$ cat src/cpm_pkg.sv
`default_nettype none
package cpm_pkg;
  // -----------------------------------------
  // register map and reset values
  // -----------------------------------------
  localparam logic [7:0] ADDR_FS_ADJ = 8'h00;
  localparam logic [7:0] ADDR_STATUS = 8'h04;
  localparam logic [7:0] FS_CODE_LOW = 8'h40;
  localparam logic [7:0] FS_CODE_HIGH = 8'hc0;
  localparam logic [7:0] FS_ADJ_RST = FS_CODE_HIGH;
  localparam int SYNC_STAGES = 2;
  localparam int SYNC_LAT = SYNC_STAGES + 1;

  // -----------------------------------------
  // carriers
  // -----------------------------------------
  typedef struct packed {
    logic ece;
    logic style_single;
    logic fsr_level;
    logic fsr_mid;
    logic resync_pos;
    logic cmo_grounded;
  } cpm_pins_t;

  typedef struct packed {
    logic [7:0] addr;
    logic [31:0] wdata;
    logic wr;
    logic rd;
  } cpm_bus_req_t;

  typedef struct packed {
    logic cal_active;
    logic ext_mode;
    logic diff_reset;
    logic fs_high;
    logic ac_coupled;
    logic alt_ext_req;
    logic resync;
    logic [7:0] fs_code;
  } cpm_mode_t;

  localparam int MODE_W = $bits(cpm_mode_t);

  typedef struct packed {
    cpm_pins_t sync1;
    cpm_pins_t sync2;
    cpm_mode_t mode;
    logic [7:0] fs_adj;
    logic [31:0] rdata;
  } cpm_state_t;
endpackage
`default_nettype wire
$ cat src/cpm_mode_decoder.sv
`timescale 1ns/10ps
`default_nettype none
module cpm_mode_decoder (
  // clock and reset
  input wire logic mclk_i,
  input wire logic reset_n_i,
  // configuration pins
  input wire cpm_pkg::cpm_pins_t pins_i,
  // calibration engine
  input wire logic calibration_busy_i,
  // register port
  input wire cpm_pkg::cpm_bus_req_t bus_i,
  output logic [31:0] rdata_o,
  // decoded modes
  output cpm_pkg::cpm_mode_t mode_o
);

  // -----------------------------------------
  // state
  // -----------------------------------------
  cpm_pkg::cpm_state_t st_r;
  cpm_pkg::cpm_state_t st_nxt;
  cpm_pkg::cpm_pins_t pin_s;
  logic ext_now;
  logic single_now;

  assign pin_s = st_r.sync2;
  assign ext_now = ~pin_s.ece;
  assign single_now = pin_s.style_single;
  assign rdata_o = st_r.rdata;
  assign mode_o = st_r.mode;

  // -----------------------------------------
  // helpers
  // -----------------------------------------
  function automatic logic addr_hit(
    input logic [7:0] addr,
    input logic [7:0] off
  );
    addr_hit = (addr == off);
  endfunction

  function automatic logic [7:0] pin_fs_code(
    input logic high
  );
    pin_fs_code = high ? cpm_pkg::FS_CODE_HIGH : cpm_pkg::FS_CODE_LOW;
  endfunction

  // -----------------------------------------
  // next state
  // -----------------------------------------
  always_comb begin
    st_nxt = st_r;
    // first stage feeds only the second
    st_nxt.sync1 = pins_i;
    st_nxt.sync2 = st_r.sync1;

    st_nxt.mode.cal_active = calibration_busy_i;

    // dedicated pin alone decides, the shared pin request is only reported
    st_nxt.mode.ext_mode = ext_now;

    st_nxt.mode.diff_reset = ~single_now;
    st_nxt.mode.alt_ext_req = single_now & pin_s.fsr_mid;

    if (single_now) begin
      st_nxt.mode.resync = pin_s.resync_pos;
      // a mid level on the shared pin is the extended request, range stays high
      st_nxt.mode.fs_high = pin_s.fsr_level | pin_s.fsr_mid;
    end else begin
      st_nxt.mode.resync = pin_s.resync_pos & ~pin_s.fsr_level;
      st_nxt.mode.fs_high = 1'b1;
    end

    if (ext_now) begin
      st_nxt.mode.fs_code = st_r.fs_adj;
    end else begin
      st_nxt.mode.fs_code = pin_fs_code(st_nxt.mode.fs_high);
    end

    st_nxt.mode.ac_coupled = pin_s.cmo_grounded;

    // register writes
    if (bus_i.wr && ext_now && addr_hit(bus_i.addr, cpm_pkg::ADDR_FS_ADJ)) begin
      st_nxt.fs_adj = bus_i.wdata[7:0];
    end

    // read data stands one cycle after the strobe only
    st_nxt.rdata = 32'h0000_0000;
    if (bus_i.rd) begin
      if (addr_hit(bus_i.addr, cpm_pkg::ADDR_FS_ADJ)) begin
        st_nxt.rdata = {24'h00_0000, st_r.fs_adj};
      end else if (addr_hit(bus_i.addr, cpm_pkg::ADDR_STATUS)) begin
        st_nxt.rdata = {{(32 - cpm_pkg::MODE_W){1'b0}}, st_r.mode};
      end else begin
        st_nxt.rdata = 32'h0000_0000;
      end
    end
  end

  // -----------------------------------------
  // registers
  // -----------------------------------------
  always_ff @(posedge mclk_i) begin
    if (!reset_n_i) begin
      st_r <= '0;
      st_r.fs_adj <= cpm_pkg::FS_ADJ_RST;
    end else begin
      st_r <= st_nxt;
    end
  end

  // -----------------------------------------
  // assertions
  // -----------------------------------------
  // a sampled reset_n_i in the antecedent skips the release edge, state is still clear there
  a_cal_follows_busy: assert property (
    @(posedge mclk_i) disable iff (!reset_n_i)
    (reset_n_i && calibration_busy_i) |=> mode_o.cal_active
  ) else $error("calibration flag not raised while busy");

  a_cal_drops_idle: assert property (
    @(posedge mclk_i) disable iff (!reset_n_i)
    !calibration_busy_i |=> !mode_o.cal_active
  ) else $error("calibration flag high while idle");

  a_pin_only_mode: assert property (
    @(posedge mclk_i) disable iff (!reset_n_i)
    pin_s.ece |=> !mode_o.ext_mode
      && mode_o.fs_code == pin_fs_code(mode_o.fs_high)
  ) else $error("extended mode active with select pin high");

  a_ext_mode_on: assert property (
    @(posedge mclk_i) disable iff (!reset_n_i)
    (reset_n_i && !pin_s.ece) |=> mode_o.ext_mode && mode_o.fs_code == $past(st_r.fs_adj)
  ) else $error("extended mode not taken from registers");

  a_ece_priority: assert property (
    @(posedge mclk_i) disable iff (!reset_n_i)
    (pin_s.ece && single_now && pin_s.fsr_mid) |=>
      (mode_o.alt_ext_req && !mode_o.ext_mode)
  ) else $error("shared pin overrode dedicated select");

  a_single_resync: assert property (
    @(posedge mclk_i) disable iff (!reset_n_i)
    single_now |=> !mode_o.diff_reset
      && mode_o.resync == $past(pin_s.resync_pos)
      && mode_o.fs_high == $past(pin_s.fsr_level | pin_s.fsr_mid)
  ) else $error("single-ended resync decode wrong");

  a_diff_resync: assert property (
    @(posedge mclk_i) disable iff (!reset_n_i)
    (reset_n_i && !single_now) |=> mode_o.diff_reset
      && mode_o.resync == $past(pin_s.resync_pos & ~pin_s.fsr_level)
  ) else $error("differential resync decode wrong");

  a_diff_fs_high: assert property (
    @(posedge mclk_i) disable iff (!reset_n_i)
    mode_o.diff_reset |-> mode_o.fs_high
  ) else $error("differential mode lost high full scale");

  a_fs_write_ok: assert property (
    @(posedge mclk_i) disable iff (!reset_n_i)
    (reset_n_i && bus_i.wr && !pin_s.ece && bus_i.addr == cpm_pkg::ADDR_FS_ADJ) |=>
      st_r.fs_adj == $past(bus_i.wdata[7:0])
  ) else $error("adjust write lost in extended mode");

  a_fs_write_gate: assert property (
    @(posedge mclk_i) disable iff (!reset_n_i)
    pin_s.ece |=> $stable(st_r.fs_adj)
  ) else $error("adjust register changed in pin mode");

  a_ac_select: assert property (
    @(posedge mclk_i) disable iff (!reset_n_i)
    ##1 mode_o.ac_coupled == $past(pin_s.cmo_grounded)
  ) else $error("ac coupling select wrong");

  a_alt_request: assert property (
    @(posedge mclk_i) disable iff (!reset_n_i)
    ##1 mode_o.alt_ext_req == $past(single_now && pin_s.fsr_mid)
  ) else $error("alternate extended request wrong");

  a_sync_latency: assert property (
    @(posedge mclk_i) disable iff (!reset_n_i)
    ($past(reset_n_i, 1) && $past(reset_n_i, 2) && $past(reset_n_i, 3))
      |-> mode_o.ext_mode == !$past(pins_i.ece, 3)
  ) else $error("select pin not seen after three cycles");

  a_read_timing: assert property (
    @(posedge mclk_i) disable iff (!reset_n_i)
    (reset_n_i && bus_i.rd && bus_i.addr == cpm_pkg::ADDR_FS_ADJ) |=>
      rdata_o == {24'h00_0000, $past(st_r.fs_adj)}
  ) else $error("adjust readback wrong");

  a_read_idle: assert property (
    @(posedge mclk_i) disable iff (!reset_n_i)
    !bus_i.rd |=> rdata_o == 32'h0000_0000
  ) else $error("read data outside read cycle");

  // -----------------------------------------
  // decode corners and register bus
  // -----------------------------------------
  a_reset_clears: assert property (
    @(posedge mclk_i)
    !reset_n_i |=> mode_o == '0 && rdata_o == 32'h0000_0000
      && st_r.fs_adj == cpm_pkg::FS_ADJ_RST
  ) else $error("state not cleared by reset");

  a_sync_stage_one: assert property (
    @(posedge mclk_i) disable iff (!reset_n_i)
    reset_n_i |=> st_r.sync1 == $past(pins_i)
  ) else $error("first synchroniser stage missed the pins");

  a_sync_stage_two: assert property (
    @(posedge mclk_i) disable iff (!reset_n_i)
    reset_n_i |=> st_r.sync2 == $past(st_r.sync1)
  ) else $error("second synchroniser stage skipped");

  a_pin_fs_low: assert property (
    @(posedge mclk_i) disable iff (!reset_n_i)
    (reset_n_i && pin_s.ece && single_now && !pin_s.fsr_level && !pin_s.fsr_mid) |=>
      (!mode_o.fs_high && mode_o.fs_code == cpm_pkg::FS_CODE_LOW)
  ) else $error("low full scale not selected by pin");

  a_pin_fs_high: assert property (
    @(posedge mclk_i) disable iff (!reset_n_i)
    (reset_n_i && pin_s.ece && single_now && pin_s.fsr_level) |=>
      mode_o.fs_code == cpm_pkg::FS_CODE_HIGH
  ) else $error("high full scale not selected by pin");

  a_diff_fs_code: assert property (
    @(posedge mclk_i) disable iff (!reset_n_i)
    (reset_n_i && pin_s.ece && !single_now) |=>
      mode_o.fs_code == cpm_pkg::FS_CODE_HIGH
  ) else $error("differential mode took full scale from pin");

  a_diff_neg_leg: assert property (
    @(posedge mclk_i) disable iff (!reset_n_i)
    (reset_n_i && !single_now && pin_s.fsr_level) |=> !mode_o.resync
  ) else $error("differential resync ignored negative leg");

  a_alt_blocked: assert property (
    @(posedge mclk_i) disable iff (!reset_n_i)
    (reset_n_i && !single_now) |=> !mode_o.alt_ext_req
  ) else $error("shared pin request seen in differential mode");

  a_alt_keeps_high: assert property (
    @(posedge mclk_i) disable iff (!reset_n_i)
    (reset_n_i && single_now && pin_s.fsr_mid) |=> (mode_o.alt_ext_req && mode_o.fs_high)
  ) else $error("mid level request lost or dropped range");

  a_dc_coupled: assert property (
    @(posedge mclk_i) disable iff (!reset_n_i)
    (reset_n_i && !pin_s.cmo_grounded) |=> !mode_o.ac_coupled
  ) else $error("ac coupling without grounded pin");

  a_fs_hold_idle: assert property (
    @(posedge mclk_i) disable iff (!reset_n_i)
    (reset_n_i && !bus_i.wr) |=> $stable(st_r.fs_adj)
  ) else $error("adjust register changed without a write");

  a_fs_wr_other: assert property (
    @(posedge mclk_i) disable iff (!reset_n_i)
    (reset_n_i && bus_i.wr && bus_i.addr != cpm_pkg::ADDR_FS_ADJ) |=>
      $stable(st_r.fs_adj)
  ) else $error("write to another address hit the adjust register");

  a_status_read: assert property (
    @(posedge mclk_i) disable iff (!reset_n_i)
    (reset_n_i && bus_i.rd && bus_i.addr == cpm_pkg::ADDR_STATUS) |=>
      rdata_o == {{(32 - cpm_pkg::MODE_W){1'b0}}, $past(mode_o)}
  ) else $error("status readback wrong");

  a_unmapped_read: assert property (
    @(posedge mclk_i) disable iff (!reset_n_i)
    (reset_n_i && bus_i.rd && bus_i.addr != cpm_pkg::ADDR_FS_ADJ
      && bus_i.addr != cpm_pkg::ADDR_STATUS) |=> rdata_o == 32'h0000_0000
  ) else $error("unmapped read returned data");

  a_ext_write_seen: assert property (
    @(posedge mclk_i) disable iff (!reset_n_i)
    (reset_n_i && bus_i.wr && !pin_s.ece && bus_i.addr == cpm_pkg::ADDR_FS_ADJ)
      ##1 !pin_s.ece |=> mode_o.fs_code == $past(bus_i.wdata[7:0], 2)
  ) else $error("written adjust code not applied");

  a_ext_code_held: assert property (
    @(posedge mclk_i) disable iff (!reset_n_i)
    (reset_n_i && !pin_s.ece && !bus_i.wr) ##1 (reset_n_i && !pin_s.ece) |=>
      $stable(mode_o.fs_code)
  ) else $error("extended code moved without a write");

endmodule
`default_nettype wire

$ cat config.mk
export PLATFORM = sky130hd
export DESIGN_NAME = cpm_mode_decoder
export DESIGN_NICKNAME = d
export VERILOG_FILES = /design/src/cpm_pkg.sv /design/src/cpm_mode_decoder.sv
export SDC_FILE = /design/constraint.sdc
export NUM_CORES = 1
export LEC_CHECK = 0
export BUFFER_PORTS_ARGS = -buffer_cell sky130_fd_sc_hd__buf_4
export CORE_ASPECT_RATIO = 1.5
export CORE_MARGIN = 2
export CORE_UTILIZATION = 35
export CTS_BUF_LIST = sky130_fd_sc_hd__clkbuf_8
export DETAILED_ROUTE_END_ITERATION = 12
export MAX_ROUTING_LAYER = met4
export PLACE_DENSITY = 0.69
export SLEW_MARGIN = 5
export SYNTH_ARGS = -nofsm -noshare
export SYNTH_HDL_FRONTEND = slang
export SYNTH_SLANG_ARGS = --single-unit
$ cat constraint.sdc
create_clock -name mclk_i -period 2.6 [get_ports mclk_i]
set_clock_uncertainty 0.1 [all_clocks]
set_input_delay 0.52 -clock mclk_i [delete_from_list [all_inputs] [get_ports mclk_i]]
set_output_delay 0.52 -clock mclk_i [all_outputs]
set_load 0.02 [all_outputs]
Yosys cells after proc, flatten, opt, wreduce, memory -nomap -nowiden
Cells that the tools add are included.
- muxes and demuxes: 6
- reductions and logical operators: 6
- equal/unequal tests: 1
- bitwise operators: 9
- operators by type and width (operator ; count):
    8-bit 2-to-1 mux ; 4
    8-bit by 3-bit == test with 1-bit output, second input constant ; 1
    8-bit logical NOT ; 1
    1-bit inverter ; 6
    4-bit OR reduction ; 1
    3-bit OR reduction ; 1
    1-bit bitwise AND ; 2
    1-bit logical AND ; 2
    1-bit 2-to-1 mux ; 2
    2-bit AND reduction ; 1
    1-bit bitwise OR ; 1
- input port bits: 51
- output and inout port bits: 47
- register bits: 67

Depth between registers and ports, before layout
Gate-level depths: netlist (run 1).
- depth in word-level cells: 4
- gate-level depth with buffers: 4
- gate-level depth less buffers: 3

Worst setup path after synthesis (run 1)
Ideal clock, no wire load.
- path kind: input to register
- start point: input port bus_i[34] (netlist name)
- end point: register st_r[32] (netlist name)
- library setup time: 0.072 ns
- path slack: 0.575 ns
- buffers on the path: 0
- arrival: 1.853 ns
- stages: 3
- required time: 2.428 ns
- cells stage by stage: or4_4 nor4_4 mux2i_1
- word-level cells in the longest chain between the ends: 2
- RTL lines (element ; line ; source):
    start: declaration ; cpm_mode_decoder.sv:12 ; input wire cpm_pkg::cpm_bus_req_t bus_i,
    8-bit logical NOT ; cpm_mode_decoder.sv:40 ; addr_hit = (addr == off);
    1-bit logical AND ; cpm_mode_decoder.sv:84 ; if (bus_i.wr && ext_now && addr_hit(bus_i.addr, cpm_pkg::ADDR_FS_ADJ)) begin
    end signal: assignment ; cpm_mode_decoder.sv:109 ; st_r <= st_nxt;
    end: declaration ; cpm_mode_decoder.sv:21 ; cpm_pkg::cpm_state_t st_r;
Every way passes these cells.
A chain may end at the register's enable or synchronous reset.

Worst setup path after layout (run 1)
- start point: input port bus_i[34] (netlist name)
- end point: register st_r[38] (netlist name)
The elaborated chain is that of the path after synthesis.

==> results.json, run 1 <==
{
  "yosysMostFrequentCell": "dfxtp_1",
  "routed_wl_um": 2819,
  "ys.flop_type": "dfxtp_1",
  "synth_top_area_cell": "dfxtp_1",
  "gp_congestion": 0.7283,
  "drtPass1Iterations": 3,
  "worstPathArrival_ns": 1.93,
  "antenna_cells": 0,
  "post_cts_resized": 0,
  "synth_cell_type_count": 22,
  "run_status": "finished, final reports clean",
  "finalCritPeriodShare": 0.6926,
  "rrSetupSlack_ns": 1.30,
  "clock_sink_count": 50,
  "grt_usage": 0.09705,
  "ir_worst_vdd_mv": 0.3365,
  "num_vias": 1112,
  "drv_cap": 0,
  "synth_warnings": 0,
  "grt_pass1_wl_um": 4340,
  "synthCells": 189,
  "clockBufferDepth": 2,
  "wl_per_cell_um": 9.822,
  "synth_compound_area_frac": 0.01551,
  "power.leakage_nw": 1.005,
  "power-per-cell-area_nw_per_um2": 592.8,
  "rr_startpoint": "pin_s[5]$_SDFF_PN0_",
  "synth_mux_area_frac": 0.08274,
  "end_kind": "flop",
  "portBuffers": 56,
  "die_h_um": 95.08,
  "nNetsFinal": 267,
  "pin_count": 98,
  "critPathRequiredTime_ns": 2.73,
  "clock.fmax_ghz": 0.5553,
  "drive_gt1_frac": 0.3134,
  "endpoint": "st_r[38]$_SDFFE_PN1P_",
  "num_rows": 33,
  "drt.antenna.violating_nets": 0,
  "worst_setup_path_start_kind": "input pin",
  "synthArstFlopShare": 0,
  "antenna_found_initial": 0,
  "grt_overflow": 0,
  "multi_input_area_um2": 611.8,
  "hold_violations": 0,
  "synth_xor_area_frac": 0,
  "clock_latency_ns": 0.30,
  "reg2reg_depth": 3,
  "design.die.area_um2": 6154,
  "start_util": 0.3579,
  "seq_area_frac_synth": 0.5171,
  "coreArea_um2": 5409,
  "synth_fa_ha_area_frac": 0,
  "worstPathMaxFanout": 7,
  "cp-startpoint": "bus_i[34]",
  "critPathKind": "in2reg",
  "setup_tns_ns": 0,
  "seqCellArea_um2": 1001,
  "grt_max_degree": 39,
  "viasPerCell": 3.875,
  "fin_hold_ws_ns": 0.3206,
  "grt_pass1_vias": 995,
  "ctsHoldBuffers": 0,
  "root_buffer": "clkbuf_8",
  "drt_iter0_markers": 22,
  "syn_to_final_growth_pct": 15.00,
  "setup_viol": 0,
  "place.detailed.hpwl_um": 2201,
  "fin_crit_ns": 1.801,
  "ys_seq_elements": 50,
  "synth_top_family_by_area": "buffers and inverters",
  "synth_top_area_share": 0.5171,
  "numCtsBuffers": 5,
  "synth_edf_count": 0,
  "post-cts-setup-buffer-count": 0,
  "synth-simple-area-share": 0.1849,
  "die_x_um": 64.72,
  "cts_tree": "yes",
  "slew_viol_final": 0,
  "cts.clk_slew.worst_paths_ns": 0.08,
  "synth.avg_cell_area_um2": 10.24,
  "r2r-end": "st_r[38]$_SDFFE_PN1P_",
  "drc": 0,
  "synthTopCellsByArea": "dfxtp_1 (52%), buf_4 (18%), and2_1 (8.7%)",
  "rsz0062_at_grt": "false",
  "synth_common_cells": "dfxtp_1 (50), buf_4 (47), and2_1 (27)",
  "min_from": "pins_i[5]",
  "htreeDepth": 2,
  "n_fill_cell": 539,
  "hp-class": "in2reg",
  "syn_area_um2": 1936
}
## worst min-delay path by stage
| stage | cells after the start | slack, ns | to |
|---|---|---|---|
| floorplan | 1 | 0.31 | mode_o[12]$_SDFF_PN0_ |
| detailed placement | 1 | 0.32 | mode_o[10]$_SDFF_PN0_ |
| global placement | 1 | 0.31 | pin_s[1]$_SDFF_PN0_ |
| global route | 2 | 0.31 | mode_o[14]$_SDFF_PN0_ |
| CTS | 2 | 0.31 | st_nxt[60]$_SDFF_PN0_ |
| finish | 2 | 0.32 | st_nxt[60]$_SDFF_PN0_ |
## layout make-up
cell class,instances,share of cell area
inverters,1,0.001686
clock buffers,5,0.03092
clock inverters,3,0.007870
well taps,70,0.03935
repair buffers,58,0.1956
flip-flops and latches,50,0.4497
multi-input cells,100,0.2749
## per-layer routing
metal / GRT usage / wire length [µm]
met1: 0.09919 / 1140
met4: 0.07979 / 106
met3: 0.02597 / 205
met5: - / 0
met2: 0.1546 / 1367
## placed cells by master (no fill, tap or decap), types with 2 or more instances in the layout
| master | n |
|---|---|
| nor2b_1 | 6 |
| mux2i_1 | 16 |
| buf_4 | 58 |
| nand2_1 | 14 |
| and2_1 | 27 |
| conb_1 | 17 |
| nor2_1 | 8 |
| clkbuf_8 | 5 |
| inv_1 | 2 |
| dfxtp_1 | 50 |
## state kept, by name, summed over array words and instances (netlist names)
signal      cells
st_nxt          6
rdata_o        15
single_now      1
mode_o         15
pin_s           5
st_r            8
## worst max-delay path: stages
cell     delay [ns]
buf_4          0.11
or4_4          0.55
nor4_4         0.32
buf_4          0.23
mux2i_1        0.19
## kinds of logic after synthesis
family,after synthesis
compound gates,4
buf+inv,55
flops,50
mux,16
other cells,1
simple gates,63
## stage by stage
step	cell area, µm²	util	setup slack (ns)	instances	total power, mW
floorplan	1996	-	0.5752	205	0.8950
global placement	2140	0.3956	0.4800	279	0.9098
detailed placement	2140	0.3956	0.4850	279	0.9122
CTS	2226	0.4115	0.8029	287	1.337
global route	2226	0.4115	0.7555	287	1.378
finish	2226	0.4115	0.7992	287	1.320
## where the power goes
group / internal [mW] / switching (mW)
clock network: 0.186 / 0.242
logic: 0.0476 / 0.0572
registers: 0.781 / 0.00627
(Power assumes the default switching activity.)
==> inputs of run 2 (changes only) <==
==> constraint.sdc (replaced) <==
create_clock -name mclk_i -period 1.7 [get_ports mclk_i]
set_clock_uncertainty 0.1 [all_clocks]
set_input_delay 0.34 -clock mclk_i [delete_from_list [all_inputs] [get_ports mclk_i]]
set_output_delay 0.34 -clock mclk_i [all_outputs]
set_load 0.02 [all_outputs]
==> results.json, run 2 (synthesized netlist as in run 1, its figures left out) <==
{
  "run_status": "finished, final reports clean",
  "drt_iter0_markers": 14,
  "antenna_found_initial": 0,
  "antenna_cells": 0,
  "reg2reg_depth": 3,
  "grt_usage": 0.1068,
  "setup_viol": 0,
  "die_h_um": 95.08,
  "seqCellArea_um2": 1001,
  "power-per-cell-area_nw_per_um2": 969.4,
  "root_buffer": "clkbuf_8",
  "clock_latency_ns": 0.30,
  "portBuffers": 56,
  "viasPerCell": 3.841,
  "numCtsBuffers": 5,
  "fin_hold_ws_ns": 0.1404,
  "grt_overflow": 0,
  "cts.clk_slew.worst_paths_ns": 0.09,
  "routed_wl_um": 2943,
  "wl_per_cell_um": 10.18,
  "multi_input_area_um2": 615.6,
  "critPathBufInv": 2,
  "cp-startpoint": "bus_i[34]",
  "slew_viol_final": 0,
  "setup_tns_ns": 0,
  "num_vias": 1110,
  "fin_crit_ns": 1.443,
  "n_fill_cell": 548,
  "grt_pass1_wl_um": 4857,
  "grt_pass1_vias": 1118,
  "gp_congestion": 0.6228,
  "final_design_area_no_fill_um2": 2287,
  "post-cts-setup-buffer-count": 0,
  "worstPathMaxFanout": 8,
  "place_ws_ns": -0.06743,
  "setup_slack_ns": 0.2568,
  "end_kind": "flop",
  "clock.fmax_ghz": 0.6929,
  "cp_num_cells": 5,
  "rrSetupSlack_ns": 0.47,
  "final_cells": 289,
  "final_common_cell": "buf_4",
  "slowest_delay_ns": 0.57,
  "ctsHoldBuffers": 0,
  "p_switching_mw": 0.4980,
  "power_frac_comb": 0.075,
  "p_int_mw": 1.719,
  "crit_chain": "buf_4 -> or4_4 -> nor4_4 -> buf_12 -> mux2i_1",
  "rr_startpoint": "pin_s[5]$_SDFF_PN0_",
  "drt.antenna.violating_nets": 0,
  "clock_sink_count": 50,
  "drc": 0,
  "htreeDepth": 2,
  "grt_max_degree": 36,
  "worstPathArrival_ns": 1.58,
  "cp_top_family": "simple AND/OR/NAND/NOR gates",
  "mostFrequentLayoutCells": "buf_4 (59), dfxtp_1 (50), and2_1 (27)",
  "power_frac_clock": 0.382,
  "critPathRequiredTime_ns": 1.83,
  "ir_worst_vdd_mv": 0.6487,
  "hold_violations": 0,
  "p_seq_frac": 0.543,
  "clockBufferDepth": 2,
  "num_rows": 33,
  "nNetsFinal": 269,
  "drtPass1Iterations": 4,
  "fin_util": 0.4229,
  "syn_to_final_growth_pct": 18.16,
  "die_x_um": 64.72,
  "endpoint": "st_r[33]$_SDFFE_PN0P_",
  "critPathKind": "in2reg",
  "placed_cells": 281,
  "cts_tree": "yes",
  "finalPower_mw": 2.217,
  "post_cts_resized": 0,
  "finalCritPeriodShare": 0.8489,
  "slowest_stage": "or4_4",
  "drive_gt1_frac": 0.3242,
  "placed_cell_area_um2": 2171,
  "rsz0062_at_grt": "false",
  "pin_count": 98,
  "power.leakage_nw": 1.029,
  "drv_cap": 0,
  "place.detailed.hpwl_um": 2325,
  "worst_setup_path_start_kind": "input pin",
  "start_util": 0.3579,
  "design.die.area_um2": 6154,
  "hp-class": "in2reg",
  "switching_share": 0.2246,
  "r2r-end": "st_r[33]$_SDFFE_PN0P_",
  "coreArea_um2": 5409
}
## run 2: changes by cell type in the layout (fill, tap and decap cells not counted)
cell | before | now
buf_4 | 58 | 59
or3_2 | 1 | 0
clkinv_2 | 1 | 0
buf_12 | 0 | 1
or3_4 | 0 | 1
inv_6 | 0 | 2
bufinv_16 | 0 | 1
inv_1 | 2 | 1
clkinv_4 | 1 | 0
## run 2: worst min path at each step
| stage | from | to | slack [ns] | cells past startpoint |
|---|---|---|---|---|
| global route | pins_i[1] | st_nxt[56]$_SDFF_PN0_ | 0.13 | 2 |
| global placement | st_nxt[55]$_SDFF_PN0_ | pin_s[0]$_SDFF_PN0_ | 0.31 | 1 |
| detailed placement | st_nxt[56]$_SDFF_PN0_ | pin_s[1]$_SDFF_PN0_ | 0.32 | 1 |
| CTS | pins_i[2] | st_nxt[57]$_SDFF_PN0_ | 0.13 | 2 |
| floorplan | single_now$_SDFF_PN0_ | mode_o[12]$_SDFF_PN0_ | 0.31 | 1 |
| finish | pins_i[2] | st_nxt[57]$_SDFF_PN0_ | 0.14 | 2 |
## run 2: final cells by class
| class | count | share of cell area |
|---|---|---|
| Multi-Input combinational cell | 100 | 0.2691 |
| Clock buffer | 5 | 0.03009 |
| Timing Repair Buffer | 60 | 0.2024 |
| Sequential cell | 50 | 0.4376 |
| Tap cell | 70 | 0.03829 |
| Clock inverter | 3 | 0.02079 |
| Inverter | 1 | 0.001641 |
## run 2: power groups by stage
stage          Combinational [mW]  Sequential [mW]  Clock (mW)
2_1_floorplan               0.140             1.23           0
3_3_place_gp                0.166             1.23           0
3_5_place_dp                0.168             1.23           0
4_1_cts                     0.168             1.20       0.873
5_1_grt                     0.182             1.21       0.919
6_report                    0.166             1.20       0.847
## run 2: routing by layer
layer / vias to the layer above / share of wire / global-route usage
met4: 0 / 0.029 / 0.06915
met5: - / 0 / -
met2: 44 / 0.53 / 0.1924
met3: 5 / 0.078 / 0.02361
li1: 585 / - / -
met1: 476 / 0.37 / 0.1007
## run 2: worst reg2reg max path, delay by kind of cell (launching register included)
kind | cells | cell delay [ns]
multiplexers | 1 | 0.18
AND/OR/NAND/NOR | 1 | 0.34
buffers and inverters | 1 | 0.17
flip-flops | 1 | 0.37
==> inputs of run 3 (changes only) <==
--- a/config.mk
+++ b/config.mk
@@ -5,6 +5,7 @@
 export SDC_FILE = /design/constraint.sdc
 export NUM_CORES = 1
 export LEC_CHECK = 0
+export ABC_AREA = 1
 export BUFFER_PORTS_ARGS = -buffer_cell sky130_fd_sc_hd__buf_4
 export CORE_ASPECT_RATIO = 1.5
 export CORE_MARGIN = 2
@@ -12,7 +13,7 @@
 export CTS_BUF_LIST = sky130_fd_sc_hd__clkbuf_8
 export DETAILED_ROUTE_END_ITERATION = 12
 export MAX_ROUTING_LAYER = met4
-export PLACE_DENSITY = 0.69
+export PLACE_DENSITY = 0.68
 export SLEW_MARGIN = 5
 export SYNTH_ARGS = -nofsm -noshare
 export SYNTH_HDL_FRONTEND = slang
==> constraint.sdc (replaced) <==
create_clock -name mclk_i -period 1.5 [get_ports mclk_i]
set_clock_uncertainty 0.1 [all_clocks]
set_input_delay 0.3 -clock mclk_i [delete_from_list [all_inputs] [get_ports mclk_i]]
set_output_delay 0.3 -clock mclk_i [all_outputs]
set_load 0.02 [all_outputs]
==> results.json, run 3 <==
{
  "portBuffers": 56,
  "root_buffer": "clkbuf_8",
  "end_kind": "primary output",
  "drc": 0,
  "coreArea_um2": 5786,
  "ctsHoldBuffers": 0,
  "synthArstFlopShare": 0,
  "drt.antenna.violating_nets": 0,
  "rrSetupSlack_ns": 0.30,
  "synth_top_area_cell": "dfxtp_1",
  "power.leakage_nw": 1.284,
  "synth_cell_type_count": 20,
  "cp_top_family": "flip-flops",
  "synth_warnings": 0,
  "critPathBufInv": 1,
  "synth_edf_count": 0,
  "num_rows": 34,
  "hp-class": "in2reg",
  "setup_viol": 0,
  "cp_num_cells": 1,
  "design.die.area_um2": 6613,
  "min_from": "calibration_busy_i",
  "finalCritPeriodShare": 0.8057,
  "clock_latency_ns": 0.30,
  "wl_per_cell_um": 8.946,
  "grt_overflow": 0,
  "worstPathMaxFanout": 2,
  "final_design_area_no_fill_um2": 2395,
  "seq_area_frac_synth": 0.4793,
  "synth.avg_cell_area_um2": 8.387,
  "die_x_um": 67.07,
  "worstPathArrival_ns": 0.81,
  "grt_pass1_wl_um": 5071,
  "syn_area_um2": 2088,
  "drt_iter0_markers": 34,
  "rr_startpoint": "pin_s[5]$_SDFF_PN0_",
  "reg2reg_depth": 5,
  "place_ws_ns": 0.07758,
  "slowest_stage": "dfxtp_1",
  "critPathRequiredTime_ns": 1.10,
  "final_common_cell": "buf_4",
  "synthTopCellsByArea": "dfxtp_1 (48%), buf_4 (17%), nand2_1 (7.4%)",
  "antenna_cells": 0,
  "rsz0062_at_grt": "false",
  "post_cts_resized": 0,
  "clockBufferDepth": 2,
  "slowest_delay_ns": 0.36,
  "hold_violations": 0,
  "pin_count": 98,
  "gp_congestion": 0.7632,
  "post-cts-setup-buffer-count": 0,
  "placed_cell_area_um2": 2277,
  "routed_wl_um": 3131,
  "antenna_found_initial": 0,
  "cts_tree": "yes",
  "slew_viol_final": 0,
  "htreeDepth": 2,
  "worst_setup_path_start_kind": "flop",
  "power-per-cell-area_nw_per_um2": 1060,
  "endpoint": "mode_o[9]",
  "setup_slack_ns": 0.2914,
  "numCtsBuffers": 5,
  "crit_chain": "buf_4",
  "synth_common_cells": "dfxtp_1 (50), buf_4 (48), nand2_1 (41)",
  "ys.flop_type": "dfxtp_1",
  "run_status": "finished, final reports clean",
  "synthCells": 249,
  "drv_cap": 0,
  "clock.fmax_ghz": 0.8274,
  "cts.clk_slew.worst_paths_ns": 0.09,
  "grt_pass1_vias": 1245,
  "synth_top_area_share": 0.4793,
  "yosysMostFrequentCell": "dfxtp_1",
  "drtPass1Iterations": 4,
  "grt_usage": 0.1030,
  "viasPerCell": 3.831,
  "mostFrequentLayoutCells": "buf_4 (58), dfxtp_1 (50), nand2_1 (41)",
  "drive_gt1_frac": 0.3058,
  "cp-startpoint": "mode_o[9]$_SDFF_PN0_",
  "r2r-end": "st_r[35]$_SDFFE_PN0P_",
  "place.detailed.hpwl_um": 2444,
  "critPathKind": "reg2out",
  "start_util": 0.3609,
  "fin_crit_ns": 1.209,
  "grt_max_degree": 24,
  "nNetsFinal": 328,
  "ys_seq_elements": 50,
  "syn_to_final_growth_pct": 14.68,
  "setup_tns_ns": 0,
  "clock_sink_count": 50,
  "die_h_um": 98.60,
  "ir_worst_vdd_mv": 0.6625,
  "num_vias": 1341
}
run 3: how the worst min path moves through the flow:
stage | end | depth (start not counted)
after floorplan | mode_o[10]$_SDFF_PN0_ | 2
after global placement | mode_o[10]$_SDFF_PN0_ | 2
after detailed placement | pin_s[3]$_SDFF_PN0_ | 2
after CTS | mode_o[14]$_SDFF_PN0_ | 3
after global routing | mode_o[14]$_SDFF_PN0_ | 3
final | mode_o[14]$_SDFF_PN0_ | 3
run 3: logic make-up after synthesis:
kind of cell,Yosys count,share of synthesized area
buf+inv,94,0.2672
compound gates,9,0.02217
flops,50,0.4793
simple gates,95,0.2295
other cells,1,0.001796
run 3: per-layer routing:
metal | GRT usage | wire length (µm) | part of all wire | vias to the layer above
met3 | 0.02283 | 188 | 0.060 | 6
met5 | - | 0 | 0 | -
met4 | 0.06122 | 90 | 0.029 | 0
li1 | - | - | - | 724
met2 | 0.1813 | 1691 | 0.54 | 44
met1 | 0.09863 | 1161 | 0.37 | 567
run 3: layout make-up:
type / instances / area, µm²
sequential: 50 / 1001
timing repair buffer: 58 / 435.4
fill: 589 / 3391
tap: 72 / 90.09
clock buffer: 5 / 68.82
clock inverter: 3 / 48.80
multi-input combinational: 121 / 589.3
inverter: 41 / 161.4
run 3: where the power goes:
group	leakage [nW]	switching, mW	total, mW	internal (mW)
Combinational	0.820	0.129	0.212	0.0831
Clock	0.0563	0.453	0.960	0.508
Sequential	0.408	0.0120	1.37	1.35
Total	1.28	0.594	2.54	1.95
run 3: metrics by stage:
| step | total power, mW | hold WS [ns] | utilization | std cells |
|---|---|---|---|---|
| finish | 2.539 | 0.07233 | 0.4139 | 350 |
| global route | 2.641 | 0.07383 | 0.4139 | 350 |
| CTS | 2.570 | 0.06228 | 0.4139 | 350 |
| detailed placement | 1.612 | 0.2961 | 0.3936 | 342 |
| global placement | 1.609 | 0.2943 | 0.3936 | 342 |
| floorplan | 1.571 | 0.2905 | - | 265 |
